--- src/logic/nvac_pkg.sv ---
// Package of constants and types for the nonvolatile access controller
package nvac_pkg;
    // ****************************************
    // Register map (printed offsets are indices, byte address = 4 * index)
    // ****************************************
    localparam logic [9:0] IDX_DATA_LOW = 10'h10C;
    localparam logic [9:0] IDX_ADDR_LOW = 10'h10D;
    localparam logic [9:0] IDX_DATA_HIGH = 10'h10E;
    localparam logic [9:0] IDX_ADDR_HIGH = 10'h10F;
    localparam logic [9:0] IDX_CONTROL = 10'h18C;
    localparam logic [9:0] IDX_UNLOCK = 10'h18D;
    localparam logic [9:0] IDX_FLAGS = 10'h190;
    localparam logic [11:0] ADDR_DATA_LOW = {IDX_DATA_LOW, 2'b00};
    localparam logic [11:0] ADDR_ADDR_LOW = {IDX_ADDR_LOW, 2'b00};
    localparam logic [11:0] ADDR_DATA_HIGH = {IDX_DATA_HIGH, 2'b00};
    localparam logic [11:0] ADDR_ADDR_HIGH = {IDX_ADDR_HIGH, 2'b00};
    localparam logic [11:0] ADDR_CONTROL = {IDX_CONTROL, 2'b00};
    localparam logic [11:0] ADDR_UNLOCK = {IDX_UNLOCK, 2'b00};
    localparam logic [11:0] ADDR_FLAGS = {IDX_FLAGS, 2'b00};

    // ****************************************
    // Control and flags register fields, high register widths
    // ****************************************
    localparam int BIT_SELECT = 7;
    localparam int BIT_ERROR = 3;
    localparam int BIT_WEN = 2;
    localparam int BIT_WSTART = 1;
    localparam int BIT_RSTART = 0;
    localparam int BIT_DONE = 0;
    localparam int DATA_HIGH_W = 6;
    localparam int ADDR_HIGH_W = 5;

    // ****************************************
    // Unlock keys, reset values, timing
    // ****************************************
    localparam logic [7:0] KEY_FIRST = 8'h55;
    localparam logic [7:0] KEY_SECOND = 8'hAA;
    localparam logic [7:0] RESET_BYTE = 8'h00;
    localparam int WRITE_TIME_US = 5;
    localparam int CLK_MHZ = 200;
    localparam int WRITE_CYCLES = WRITE_TIME_US * CLK_MHZ;

    typedef enum logic [1:0] {
        NVAC_IDLE,
        NVAC_KEY1,
        NVAC_KEY2
    } nvac_unlock_t;

    // Request to the memory macros
    typedef struct packed {
        logic rd_data;
        logic wr_data;
        logic rd_prog;
        logic [12:0] addr;
        logic [7:0] wdata;
    } nvac_mem_req_t;
endpackage

--- src/logic/nvac_ctrl.sv ---
// Register-driven controller for data and program nonvolatile memory
`timescale 1ns/10ps
`default_nettype none

// Notes on behaviour
// - Select bit set routes operations to program memory, clear to data.
// - Error flag sets when a data write is cut short by a warm reset; power-on reset clears it.
// - Write enable clear inhibits every data memory write.
// - Write start with data selected begins write; hardware clears it at end.
// - Read start begins a read; software cannot clear it; hardware does.
// - Control bits 6..4 and unused high data and address bits read zero.
// - Low address picks one of 256 data bytes or low program address.
// - High address supplies five upper program address bits.
// - High data holds upper six bits of a program word read.
// - Data read result sits in low data the very next cycle.
// - Low data keeps a read result until next read or software write.
// - Write starts only after 55h, AAh to unlock, then write start.
// - Write start cannot be set unless write enable already set.
// - Clearing write enable during a write does not alter it.
// - Hardware never clears write enable by itself.
// - Write completion clears write start and sets the complete flag.
// - Write start with program selected clears at once, does nothing.
// - Unlock register holds nothing and reads as zero.
// - Low data and address survive a warm reset during a write.
// - Program read uses second cycle after read start is set.
module nvac_ctrl #(
    parameter int WRITE_CYCLES = nvac_pkg::WRITE_CYCLES
) (
    input wire logic i_clk,
    input wire logic i_rst_n,
    input wire logic i_por_n,
    input wire logic i_psel,
    input wire logic i_penable,
    input wire logic i_pwrite,
    input wire logic [11:0] i_paddr,
    input wire logic [31:0] i_pwdata,
    output logic [31:0] o_prdata,
    output logic o_pready,
    output logic o_pslverr,
    output nvac_pkg::nvac_mem_req_t o_mem_req,
    input wire logic [7:0] i_data_rdata,
    input wire logic [13:0] i_prog_rdata,
    output logic o_cpu_stall,
    output logic o_write_complete_flag
);
    import nvac_pkg::*;

    // ****************************************
    // Bus decode
    // ****************************************
    logic wr_acc;
    logic rd_acc;
    logic [7:0] wbyte;
    assign wr_acc = i_psel && i_penable && i_pwrite;
    assign rd_acc = i_psel && i_penable && !i_pwrite;
    assign wbyte = i_pwdata[7:0];
    assign o_pready = 1'b1;

    function automatic logic mapped(input logic [11:0] a);
        mapped = (a == ADDR_DATA_LOW) || (a == ADDR_ADDR_LOW) ||
                 (a == ADDR_DATA_HIGH) || (a == ADDR_ADDR_HIGH) ||
                 (a == ADDR_CONTROL) || (a == ADDR_UNLOCK) ||
                 (a == ADDR_FLAGS);
    endfunction
    assign o_pslverr = i_psel && i_penable && !mapped(i_paddr);

    logic wr_dl;
    logic wr_al;
    logic wr_dh;
    logic wr_ah;
    logic wr_ctl;
    logic wr_key;
    logic wr_flg;
    assign wr_dl = wr_acc && (i_paddr == ADDR_DATA_LOW);
    assign wr_al = wr_acc && (i_paddr == ADDR_ADDR_LOW);
    assign wr_dh = wr_acc && (i_paddr == ADDR_DATA_HIGH);
    assign wr_ah = wr_acc && (i_paddr == ADDR_ADDR_HIGH);
    assign wr_ctl = wr_acc && (i_paddr == ADDR_CONTROL);
    assign wr_key = wr_acc && (i_paddr == ADDR_UNLOCK);
    assign wr_flg = wr_acc && (i_paddr == ADDR_FLAGS);

    // ****************************************
    // State
    // ****************************************
    logic [7:0] nv_data_low;
    logic [7:0] nv_address_low;
    logic [DATA_HIGH_W-1:0] nv_data_high;
    logic [ADDR_HIGH_W-1:0] nv_address_high;
    logic memory_select;
    logic write_enable_bit;
    logic write_start;
    logic read_start;
    logic write_error_flag;
    logic write_complete_flag;
    nvac_unlock_t unlock;
    logic [1:0] prog_cnt;
    localparam int TIMER_W = $clog2(WRITE_CYCLES + 1);
    logic [TIMER_W-1:0] wtimer;
    logic write_done;
    logic start_write;
    logic data_read;
    logic prog_read;
    logic write_active;

    assign write_done = write_start && (wtimer == 1);
    // Write begins only from unlocked state with enable set and data selected
    assign start_write = wr_ctl && wbyte[BIT_WSTART] && !write_start &&
        (unlock == NVAC_KEY2) && write_enable_bit &&
        !wbyte[BIT_SELECT] && !memory_select;
    assign data_read = read_start && !memory_select && prog_cnt == 2'd0;
    assign prog_read = read_start && memory_select && prog_cnt == 2'd2;

    // ****************************************
    // Unlock detector
    // ****************************************
    always_ff @(posedge i_clk or negedge i_rst_n) begin
        if (!i_rst_n) begin
            unlock <= NVAC_IDLE;
        end else if (wr_acc) begin
            case (unlock)
                NVAC_IDLE: begin
                    if (wr_key && wbyte == KEY_FIRST) begin
                        unlock <= NVAC_KEY1;
                    end else begin
                        unlock <= NVAC_IDLE;
                    end
                end
                NVAC_KEY1: begin
                    if (wr_key && wbyte == KEY_SECOND) begin
                        unlock <= NVAC_KEY2;
                    end else begin
                        unlock <= NVAC_IDLE;
                    end
                end
                // Any write after the second key closes the window
                NVAC_KEY2: begin
                    unlock <= NVAC_IDLE;
                end
                default: begin
                    unlock <= NVAC_IDLE;
                end
            endcase
        end
    end

    // ****************************************
    // Control register
    // ****************************************
    always_ff @(posedge i_clk or negedge i_rst_n) begin
        if (!i_rst_n) begin
            memory_select <= 1'b0;
        end else if (wr_ctl) begin
            memory_select <= wbyte[BIT_SELECT];
        end
    end

    // Enable changes only by software writes or reset
    always_ff @(posedge i_clk or negedge i_rst_n) begin
        if (!i_rst_n) begin
            write_enable_bit <= 1'b0;
        end else if (wr_ctl) begin
            write_enable_bit <= wbyte[BIT_WEN];
        end
    end

    // ****************************************
    // Write timer
    // ****************************************
    always_ff @(posedge i_clk or negedge i_rst_n) begin
        if (!i_rst_n) begin
            write_start <= 1'b0;
        end else if (start_write) begin
            write_start <= 1'b1;
        end else if (write_done) begin
            write_start <= 1'b0;
        end
    end

    // Timer ignores write enable changes once started
    always_ff @(posedge i_clk or negedge i_rst_n) begin
        if (!i_rst_n) begin
            wtimer <= '0;
        end else if (start_write) begin
            wtimer <= TIMER_W'(WRITE_CYCLES);
        end else if (write_start) begin
            wtimer <= wtimer - 1'b1;
        end
    end

    // Write tracked in the power-on domain so a warm reset still sees it
    always_ff @(posedge i_clk or negedge i_por_n) begin
        if (!i_por_n) begin
            write_active <= 1'b0;
        end else if (!i_rst_n) begin
            write_active <= 1'b0;
        end else if (start_write) begin
            write_active <= 1'b1;
        end else if (write_done) begin
            write_active <= 1'b0;
        end
    end

    // ****************************************
    // Read sequencer
    // ****************************************
    // Read start is set by software and cleared only here
    always_ff @(posedge i_clk or negedge i_rst_n) begin
        if (!i_rst_n) begin
            read_start <= 1'b0;
        end else if (data_read || prog_read) begin
            read_start <= 1'b0;
        end else if (wr_ctl && wbyte[BIT_RSTART]) begin
            read_start <= 1'b1;
        end
    end

    // Counts the ignored instruction slot of a program read
    always_ff @(posedge i_clk or negedge i_rst_n) begin
        if (!i_rst_n) begin
            prog_cnt <= 2'd0;
        end else if (data_read || prog_read) begin
            prog_cnt <= 2'd0;
        end else if (read_start) begin
            prog_cnt <= prog_cnt + 2'd1;
        end else if (wr_ctl && wbyte[BIT_RSTART]) begin
            prog_cnt <= wbyte[BIT_SELECT] ? 2'd1 : 2'd0;
        end
    end

    // ****************************************
    // Write error flag
    // ****************************************
    // Error flag survives warm resets; a reset mid write sets it
    always_ff @(posedge i_clk or negedge i_por_n) begin
        if (!i_por_n) begin
            write_error_flag <= 1'b0;
        end else if (!i_rst_n) begin
            if (write_active) begin
                write_error_flag <= 1'b1;
            end
        end else if (write_done) begin
            write_error_flag <= 1'b0;
        end else if (wr_ctl) begin
            write_error_flag <= wbyte[BIT_ERROR];
        end
    end

    // ****************************************
    // Write complete flag
    // ****************************************
    // Set wins over software clear
    always_ff @(posedge i_clk or negedge i_rst_n) begin
        if (!i_rst_n) begin
            write_complete_flag <= 1'b0;
        end else if (write_done) begin
            write_complete_flag <= 1'b1;
        end else if (wr_flg && !wbyte[BIT_DONE]) begin
            write_complete_flag <= 1'b0;
        end
    end
    assign o_write_complete_flag = write_complete_flag;

    // ****************************************
    // Address registers (kept across warm reset)
    // ****************************************
    // Low address is frozen while a write is busy
    always_ff @(posedge i_clk or negedge i_por_n) begin
        if (!i_por_n) begin
            nv_address_low <= RESET_BYTE;
        end else if (wr_al && !write_start) begin
            nv_address_low <= wbyte;
        end
    end

    always_ff @(posedge i_clk or negedge i_por_n) begin
        if (!i_por_n) begin
            nv_address_high <= '0;
        end else if (wr_ah) begin
            nv_address_high <= wbyte[ADDR_HIGH_W-1:0];
        end
    end

    // ****************************************
    // Data registers (kept across warm reset)
    // ****************************************
    // Low data takes read results or a software byte for writing
    always_ff @(posedge i_clk or negedge i_por_n) begin
        if (!i_por_n) begin
            nv_data_low <= RESET_BYTE;
        end else if (data_read) begin
            nv_data_low <= i_data_rdata;
        end else if (prog_read) begin
            nv_data_low <= i_prog_rdata[7:0];
        end else if (wr_dl && !write_start) begin
            nv_data_low <= wbyte;
        end
    end

    // High data holds the upper bits of a program word
    always_ff @(posedge i_clk or negedge i_por_n) begin
        if (!i_por_n) begin
            nv_data_high <= '0;
        end else if (prog_read) begin
            nv_data_high <= i_prog_rdata[13:8];
        end else if (wr_dh) begin
            nv_data_high <= wbyte[DATA_HIGH_W-1:0];
        end
    end

    // ****************************************
    // Memory requests
    // ****************************************
    always_ff @(posedge i_clk or negedge i_rst_n) begin
        if (!i_rst_n) begin
            o_mem_req <= '0;
        end else begin
            // Data read strobe in the cycle after read start
            o_mem_req.rd_data <= wr_ctl && wbyte[BIT_RSTART] &&
                !wbyte[BIT_SELECT] && !read_start;
            // Program read strobe in the second cycle
            o_mem_req.rd_prog <= read_start && memory_select &&
                prog_cnt == 2'd1;
            // Write strobe only with enable set
            o_mem_req.wr_data <= start_write && write_enable_bit;
            o_mem_req.addr <= {nv_address_high, nv_address_low};
            o_mem_req.wdata <= nv_data_low;
        end
    end
    // Instruction slot consumed by a program read is stalled
    assign o_cpu_stall = read_start && memory_select && prog_cnt == 2'd1;

    // ****************************************
    // Read mux
    // ****************************************
    always_ff @(posedge i_clk or negedge i_rst_n) begin
        if (!i_rst_n) begin
            o_prdata <= '0;
        end else if (i_psel && !i_penable && !i_pwrite) begin
            case (i_paddr)
                ADDR_DATA_LOW: begin
                    o_prdata <= {24'h000000, nv_data_low};
                end
                ADDR_ADDR_LOW: begin
                    o_prdata <= {24'h000000, nv_address_low};
                end
                ADDR_DATA_HIGH: begin
                    o_prdata <= {26'h0000000, nv_data_high};
                end
                ADDR_ADDR_HIGH: begin
                    o_prdata <= {27'h0000000, nv_address_high};
                end
                ADDR_CONTROL: begin
                    o_prdata <= {24'h000000, memory_select, 3'h0,
                        write_error_flag, write_enable_bit,
                        write_start, read_start};
                end
                ADDR_FLAGS: begin
                    o_prdata <= {31'h00000000, write_complete_flag};
                end
                ADDR_UNLOCK: begin
                    o_prdata <= '0;
                end
                default: begin
                    o_prdata <= '0;
                end
            endcase
        end
    end
endmodule // nvac_ctrl

`default_nettype wire

--- config.mk ---
export PLATFORM = sky130hd
export DESIGN_NAME = nvac_ctrl
export DESIGN_NICKNAME = d
export VERILOG_FILES = /design/src/logic/nvac_pkg.sv /design/src/logic/nvac_ctrl.sv
export SDC_FILE = /design/constraint.sdc
export NUM_CORES = 1
export LEC_CHECK = 0
export ABC_AREA = 1
export BUFFER_PORTS_ARGS = -buffer_cell sky130_fd_sc_hd__buf_4
export CORE_MARGIN = 8
export CORE_UTILIZATION = 35
export CTS_BUF_LIST = sky130_fd_sc_hd__clkbuf_8
export DETAILED_ROUTE_END_ITERATION = 6
export SYNTH_ARGS = -nofsm -noshare
export SYNTH_HDL_FRONTEND = slang
export SYNTH_SLANG_ARGS = --single-unit
--- constraint.sdc ---
create_clock -name i_clk -period 2.1 [get_ports i_clk]
set_input_delay 0.42 -clock i_clk [delete_from_list [all_inputs] [get_ports i_clk]]
set_output_delay 0.42 -clock i_clk [all_outputs]
set_load 0.03 [all_outputs]
==> summary.md, run 1 <==
| Metric | Value |
|---|---|
| Outcome | complete, no violations |
| Fin. max-slew vios | 0 |
| Highest clock rate | 538 MHz |
| Clk buf depth | 2 |
| VDD IR max | 0.000331 V |
| Relative slew slack | 66.4% |
| CTS tree | built |
| Setup total negative slack | 0 ns |
| Fin area | ~5000 um2 |
| GRT Residual Overflow | 0 |
| CP Class | input port to output port |
| Detailed Routing Iterations Pass 1 | 4 |
| Total Power | 3.03 mW |
| Yosys warns | 0 |
| Sw frac | 25.9% |
| Max-cap violations | 0 |
| Vias in the first global route | 3512 |
| Synth cell types | 41 |
| Total routed wirelength | 10900 um |
| Crit share post-route | around 88% |
| Share of cells above drive strength 1 | 26.9% |
| IO Count | 132 |
| Number of remaining DRC errors | 0 |
| Finished Core Util | 43.8% |
| Vias per inst | 4.74 |
| Setup-failing EPs final | 0 |
| Crit start category | input port |
| Initial antenna violation count | 0 |
| Area after DPL | between 4000 and 5000 um2 |
| Syn-to-layout area delta | 21.6% |
| Diode count | 0 |
| Sink Count | 80 |
| Part of the power in registers | 52.1% |
| # nets final | around 650 |
| CTS buffer count | 9 |
| Post-Syn Area per Cell | 8.56 um2 |
| Antenna-violating nets left | 0 |
| Clk_lat worst skew | 0.34 ns |
| Power Density | 604 nW/um2 |
| Initial Util | 36.0% |
| Share of the synthesized area in the top cell type | 48.5% |
| Pin count of the biggest net entering global routing | 39 |
| WL/cell | 15.2 um |
| Setup bufs post-CTS | 0 |
| Area contributors post-synth | dfrtp_1 49%, nand2_1 10%, nand3_1 6.7% |
| Area leader, netlist | dfrtp_1 |
| Clock share of power | 37.0% |
| H-tree Lvls | 3 |
| Transition time of the tightest slew-check pin | 0.503 ns |
| CP required | ~1.7 ns |
| Total track usage | 13.9% |
| CP Max Fanout | 6 |
| Combinational share of power | 10.9% |
| DP Wirelength | around 8600 um |
| Static leakage | approximately 2.6 nW |
| Register bit total from synthesis | 80 |
| Internal power | about 2.2 mW |
| Worst Setup End Kind | output port |
| PortBufs | 82 |
| Final Hold Vio Count | 0 |
| HP Class | input port to flop |
| Critical path arrival | approximately 1.4 ns |
| RSZ-0062 raised after global routing | false |
| Die Area | approximately 16000 um2 |
| Die Ht | 125 um |
| Post-Syn Area | between 4000 and 5000 um2 |
| Root Driver | clkbuf_8 |
| GPL Wtd Cong | 0.870 |
| Routed vias | approximately 3400 |
| Clk_skew | 0.00607 ns |
| Num rows | 39 |
| Chip width | 125 um |
| Post-synthesis sequential area ratio | 48.5% |
| Initial drt markers | 171 |
| CORE AREA | about 11000 um2 |
| Resized Gates After CTS | 0 |
| P_sw | approximately 0.78 mW |
| Synthesized instance count | between 400 and 500 |
| Placed cells | 702 |
| First-pass GRT wire length | 17700 um |
| Crit path time final | approximately 1.9 ns |
| Non-filler cells, final | 719 |
| Clock slew at reported path FFs | 0.08 ns |
-- metrics by stage --
stage | worst slack, ns | hold WS (ns)
2_1_floorplan | 0.327 | 0.124
3_3_place_gp | 0.274 | 0.301
3_5_place_dp | 0.243 | 0.301
4_1_cts | 0.241 | 0.297
5_1_grt | 0.138 | 0.295
6_report | 0.243 | 0.314
-- what timing repair did --
item                                    in CTS  in global routing
endpoints found under the setup margin       0                  0
hold buffers                                 2                  0
hold endpoints to repair                    42                  0
-- per-layer routing --
| metal | routed length, um | share of wire, % | global-route usage, % |
|---|---|---|---|
| met3 | 583 | 5.3 | 3.62 |
| met2 | 5220 | 48 | 23.0 |
| met4 | 119 | 1.1 | 3.83 |
| met5 | 0 | 0 | 0 |
| met1 | 5000 | 46 | 17.4 |
-- cell type report --
cell class / count / area [um2]
clock buffer: 10 / 138
inverter: 46 / 173
tap: 143 / 179
timing repair buffer: 92 / 696
multi-input combinational: 343 / 1770
sequential: 80 / 2000
fill: 1155 / 6450
clock inverter: 5 / 56.3
-- worst paths after layout --
check | start | to | cells past startpoint | slack, ns
max | i_paddr[7] | o_pslverr | 10 | 0.24
min | i_pwdata[7] | o_mem_req[22] | 2 | 0.31
max reg2reg | write_start | wtimer[9] | 5 | 0.53
min reg2reg | nv_address_low[5] | o_mem_req[13] | 0 | 0.41
max in group asynchronous | i_rst_n | o_mem_req[11] | 3 | 0.80
min in group asynchronous | i_rst_n | unlock[1] | 2 | 0.53
-- power groups by stage --
stage | Clock, mW | Combinational (mW) | Sequential, mW
2_1_floorplan | 0 | 0.179 | 1.62
3_3_place_gp | 0 | 0.323 | 1.61
3_5_place_dp | 0 | 0.328 | 1.61
4_1_cts | 1.16 | 0.332 | 1.58
5_1_grt | 1.22 | 0.357 | 1.58
6_report | 1.12 | 0.330 | 1.58
-- kinds of logic after synthesis --
| group | Yosys count | synth area share (%) |
|---|---|---|
| AO/OA/AOI/OAI | 53 | 8.22 |
| multiplexers | 2 | 0.485 |
| AND/OR/NAND/NOR | 256 | 30.1 |
| XOR/XNOR | 2 | 0.425 |
| buffers and inverters | 82 | 10.6 |
| flip-flops | 80 | 48.5 |
| adder cells (fa/ha/maj) | 5 | 1.52 |
| other | 2 | 0.182 |
-- cells in the final DEF, fill, tap and decap left out, drive strengths merged --
cell type	instances
nand2	122
buf	90
dfrtp	80
nand3	60
nor2	50
inv	46
o21ai	27
conb	25
a21oi	15
clkbuf	10
nand4	9
nor4	5
ha	5
nor3	5
a31o	4
o21bai	3
or2	3
clkinv	3
o211ai	2
mux2i	2
dlygate4sd3	2
and3	1
o31ai	1
and2	1
xnor2	1
xor2	1
a21boi	1
clkinvlp	1
bufinv	1
-- synth_stat cells, drive strengths merged --
cell and number:
a21boi 1, a21oi 15, a31o 4, and2 1, and3 1, buf 35
clkbuf 1, clkinv 1, conb 2, dfrtp 80, ha 5, inv 45
mux2i 2, nand2 122, nand3 60, nand4 9, nor2 50, nor3 5
nor4 5, o211ai 2, o21ai 27, o21bai 3, o31ai 1, or2 3
xnor2 1, xor2 1
-- sequential cells by signal, summed over array words and instances (netlist names) --
signal                 count
unlock                     2
nv_address_low             8
o_mem_req                 24
prog_cnt                   2
o_prdata                   8
write_active               1
nv_data_high               6
wtimer                    10
nv_address_high            5
nv_data_low                8
memory_select              1
read_start                 1
write_error_flag           1
write_enable_bit           1
o_write_complete_flag      1
write_start                1
-- critical path: stages --
cell	delay, ns
buf_4	0.12
nor2_2	0.14
nand2_4	0.11
nor2_4	0.16
nand2_2	0.08
o31ai_1	0.07
inv_1	0.07
nand2_1	0.07
nor2_1	0.04
buf_4	0.16
(Power assumes the default switching activity.)
==> inputs of run 2 (changes only) <==
Settings changed: PLACE_DENSITY set to 0.7.
==> summary.md, run 2 (same netlist as run 1, synthesis figures left out) <==
| Metric | Value |
|---|---|
| Initial drt markers | 260 (+52%) |
| Reg-to-Reg Start | prog_cnt[0] |
| Part of the power in registers | 50.7% (-1.4 points) |
| # nets final | 649 (unchanged) |
| Clock slew at reported path FFs | 0.08 ns (about the same) |
| First-pass GRT wire length | 18200 um (+2.7%) |
| Regs by FF count | o_mem_req x24, wtimer x10 |
| GRT Residual Overflow | 0 (unchanged) |
| Pin count of the biggest net entering global routing | 41 (+5.1%) |
| Die Ht | 125 um (unchanged) |
| Reg-to-Reg End | nv_data_low[5] |
| Antenna-violating nets left | 0 (unchanged) |
| Sw frac | 26.3% (+0.46 points) |
| Crit share post-route | 88.9% (+0.43 points) |
| Detailed Routing Iterations Pass 1 | 4 (unchanged) |
| Initial Util | 36.0% (unchanged) |
| Most frequent cells in the layout | 114 x nand2_1, 90 x buf_4, 80 x dfrtp_1 |
| Highest clock rate | 536 MHz (-0.48%) |
| Combinational share of power | 10.6% (-0.3 points) |
| VDD IR max | 0.000294 V (-11%) |
| IO Count | 132 (unchanged) |
| Fin. max-slew vios | 0 (unchanged) |
| Met1 Wirelength | 4760 um (-4.8%) |
| Diode count | 0 (unchanged) |
| CTS buffer count | 9 (unchanged) |
| GPL Wtd Cong | 0.931 (+7.1%) |
| P_sw | 0.819 mW (+4.5%) |
| Reg2Reg Depth | 8 (+3) |
| Clock share of power | 38.7% (+1.7 points) |
| Total track usage | 14.3% (+0.45 points) |
| RSZ-0062 raised after global routing | false |
| Critical path arrival | 1.45 ns (about the same) |
| Initial antenna violation count | 0 (unchanged) |
| Max reg flops | 24 (unchanged) |
| Syn-to-layout area delta | 22.1% |
| Critical path origin | i_paddr[4] |
| Crit-path cells | buf_4 > nand2_1 > inv_1 > nand2_4 > inv_1 > nand2_1 > o21ai_0 > nor2_1 > nand2_1 > nor2_1 > buf_4 |
| Power Density | 618 nW/um2 (+2.3%) |
| Uppermost layer routed | met4 |
| CP max stage delay | 0.18 ns (+0.02 ns) |
| CP max stage cell | buf_4 |
| Transition time of the tightest slew-check pin | 0.507 ns (+0.00383 ns) |
| Relative slew slack | 66.2% (-0.26 points) |
| FF-to-FF setup slack | 0.42 ns (-0.11 ns) |
| Sink Count | 80 (unchanged) |
| H-tree Lvls | 3 (unchanged) |
| Vias per inst | 4.90 (+3.3%) |
| WL/cell | 15.2 um (about the same) |
| Setup total negative slack | 0 ns (unchanged) |
| Chip width | 125 um (unchanged) |
| DP Wirelength | 8710 um (+0.93%) |
| Setup-failing EPs final | 0 (unchanged) |
| Max-cap violations | 0 (unchanged) |
| Routed length on met2 | 5140 um (-1.6%) |
| Total Power | 3.11 mW (+2.7%) |
| Resized Gates After CTS | 0 (unchanged) |
| Die Area | 15500 um2 (unchanged) |
| Total routed wirelength | 10900 um (about the same) |
| Num rows | 39 (unchanged) |
| Clk_lat worst skew | 0.36 ns (+0.02 ns) |
| Outcome | complete, no violations |
| CP Max Fanout | 6 (unchanged) |
| Setup bufs post-CTS | 0 (unchanged) |
| Routed vias | 3525 (+3.5%) |
| Vias in the first global route | 3665 (+4.4%) |
| Root Driver | clkbuf_8 |
| WL met3 | 736 um (+26%) |
| Commonest non-fill, non-tap cell in the layout | nand2_1 |
| Clk buf depth | 2 (unchanged) |
| CP required | 1.68 ns (about the same) |
| Worst Setup End Kind | output port |
| Static leakage | 2.63 nW (+0.29%) |
| Internal power | 2.29 mW (+2.1%) |
| HP Class | input port to flop |
| Final Hold Vio Count | 0 (unchanged) |
| CTS tree | built |
| CORE AREA | 11500 um2 (unchanged) |
| Crit path time final | 1.87 ns (+0.00895 ns) |
| Clk_skew | 0.00814 ns (+0.00207 ns) |
| Crit path top cell by count | nand2_1 |
| Crit start category | input port |
| PortBufs | 82 (unchanged) |
| Number of remaining DRC errors | 0 (unchanged) |
| Share of cells above drive strength 1 | 27.0% (+0.13 points) |
| Worst setup path end | o_pslverr |
| CP Class | input port to output port |
| Largest Register | o_mem_req |
-- run 2: final cells by class --
class / instances / area [um2]
Clock inverter: 5 / 63.8
Clock buffer: 11 / 151
Timing Repair Buffer: 92 / 696
Tap cell: 143 / 179
Inverter: 46 / 173
Fill cell: 1094 / 6430
Multi-Input combinational cell: 343 / 1770
Sequential cell: 80 / 2000
-- run 2: timing repair --
| item | in CTS | in global routing |
|---|---|---|
| setup endpoints to repair | 0 | 0 |
| hold buffers | 2 | 0 |
| endpoints found under the hold margin | 40 | 0 |
-- run 2: worst max-delay path, delay by kind of cell --
kind | cells | cell delay, ns
simple gates | 6 | 0.53
buf+inv | 4 | 0.41
compound gates | 1 | 0.08
-- run 2: power groups by stage --
stage | registers (mW) | clock network [mW] | logic, mW
after floorplan | 1.62 | 0 | 0.179
after CTS | 1.58 | 1.23 | 0.330
after global routing | 1.58 | 1.29 | 0.358
final | 1.58 | 1.21 | 0.329
after detailed placement | 1.61 | 0 | 0.325
after global placement | 1.61 | 0 | 0.319
-- run 2: how the worst min path moves through the flow --
stage	start	endpoint	slack (ns)	depth (start not counted)
CTS	i_pwdata[7]	o_mem_req[22]	0.29	2
floorplan	i_rst_n	memory_select	0.12	0
global placement	i_rst_n	memory_select	0.29	1
finish	i_pwdata[7]	o_mem_req[22]	0.29	2
detailed placement	i_rst_n	prog_cnt[0]	0.29	1
global route	i_pwdata[7]	o_mem_req[22]	0.29	2
-- run 2: metal layers --
metal,vias up,GRT usage (%)
li1,1696,-
met1,1679,17.5
met2,127,23.0
met3,23,3.62
met4,0,7.02
met5,-,0
-- run 2: metrics by stage --
stage	setup slack, ns	instance area [um2]	hold slack (ns)	cells	utilization (%)
after floorplan	0.327	4210	0.124	505	-
after global placement	0.263	4800	0.286	702	41.9
after detailed placement	0.233	4800	0.293	702	41.9
after CTS	0.233	5040	0.287	720	43.9
after global routing	0.139	5040	0.292	720	43.9
final	0.234	5040	0.294	720	43.9
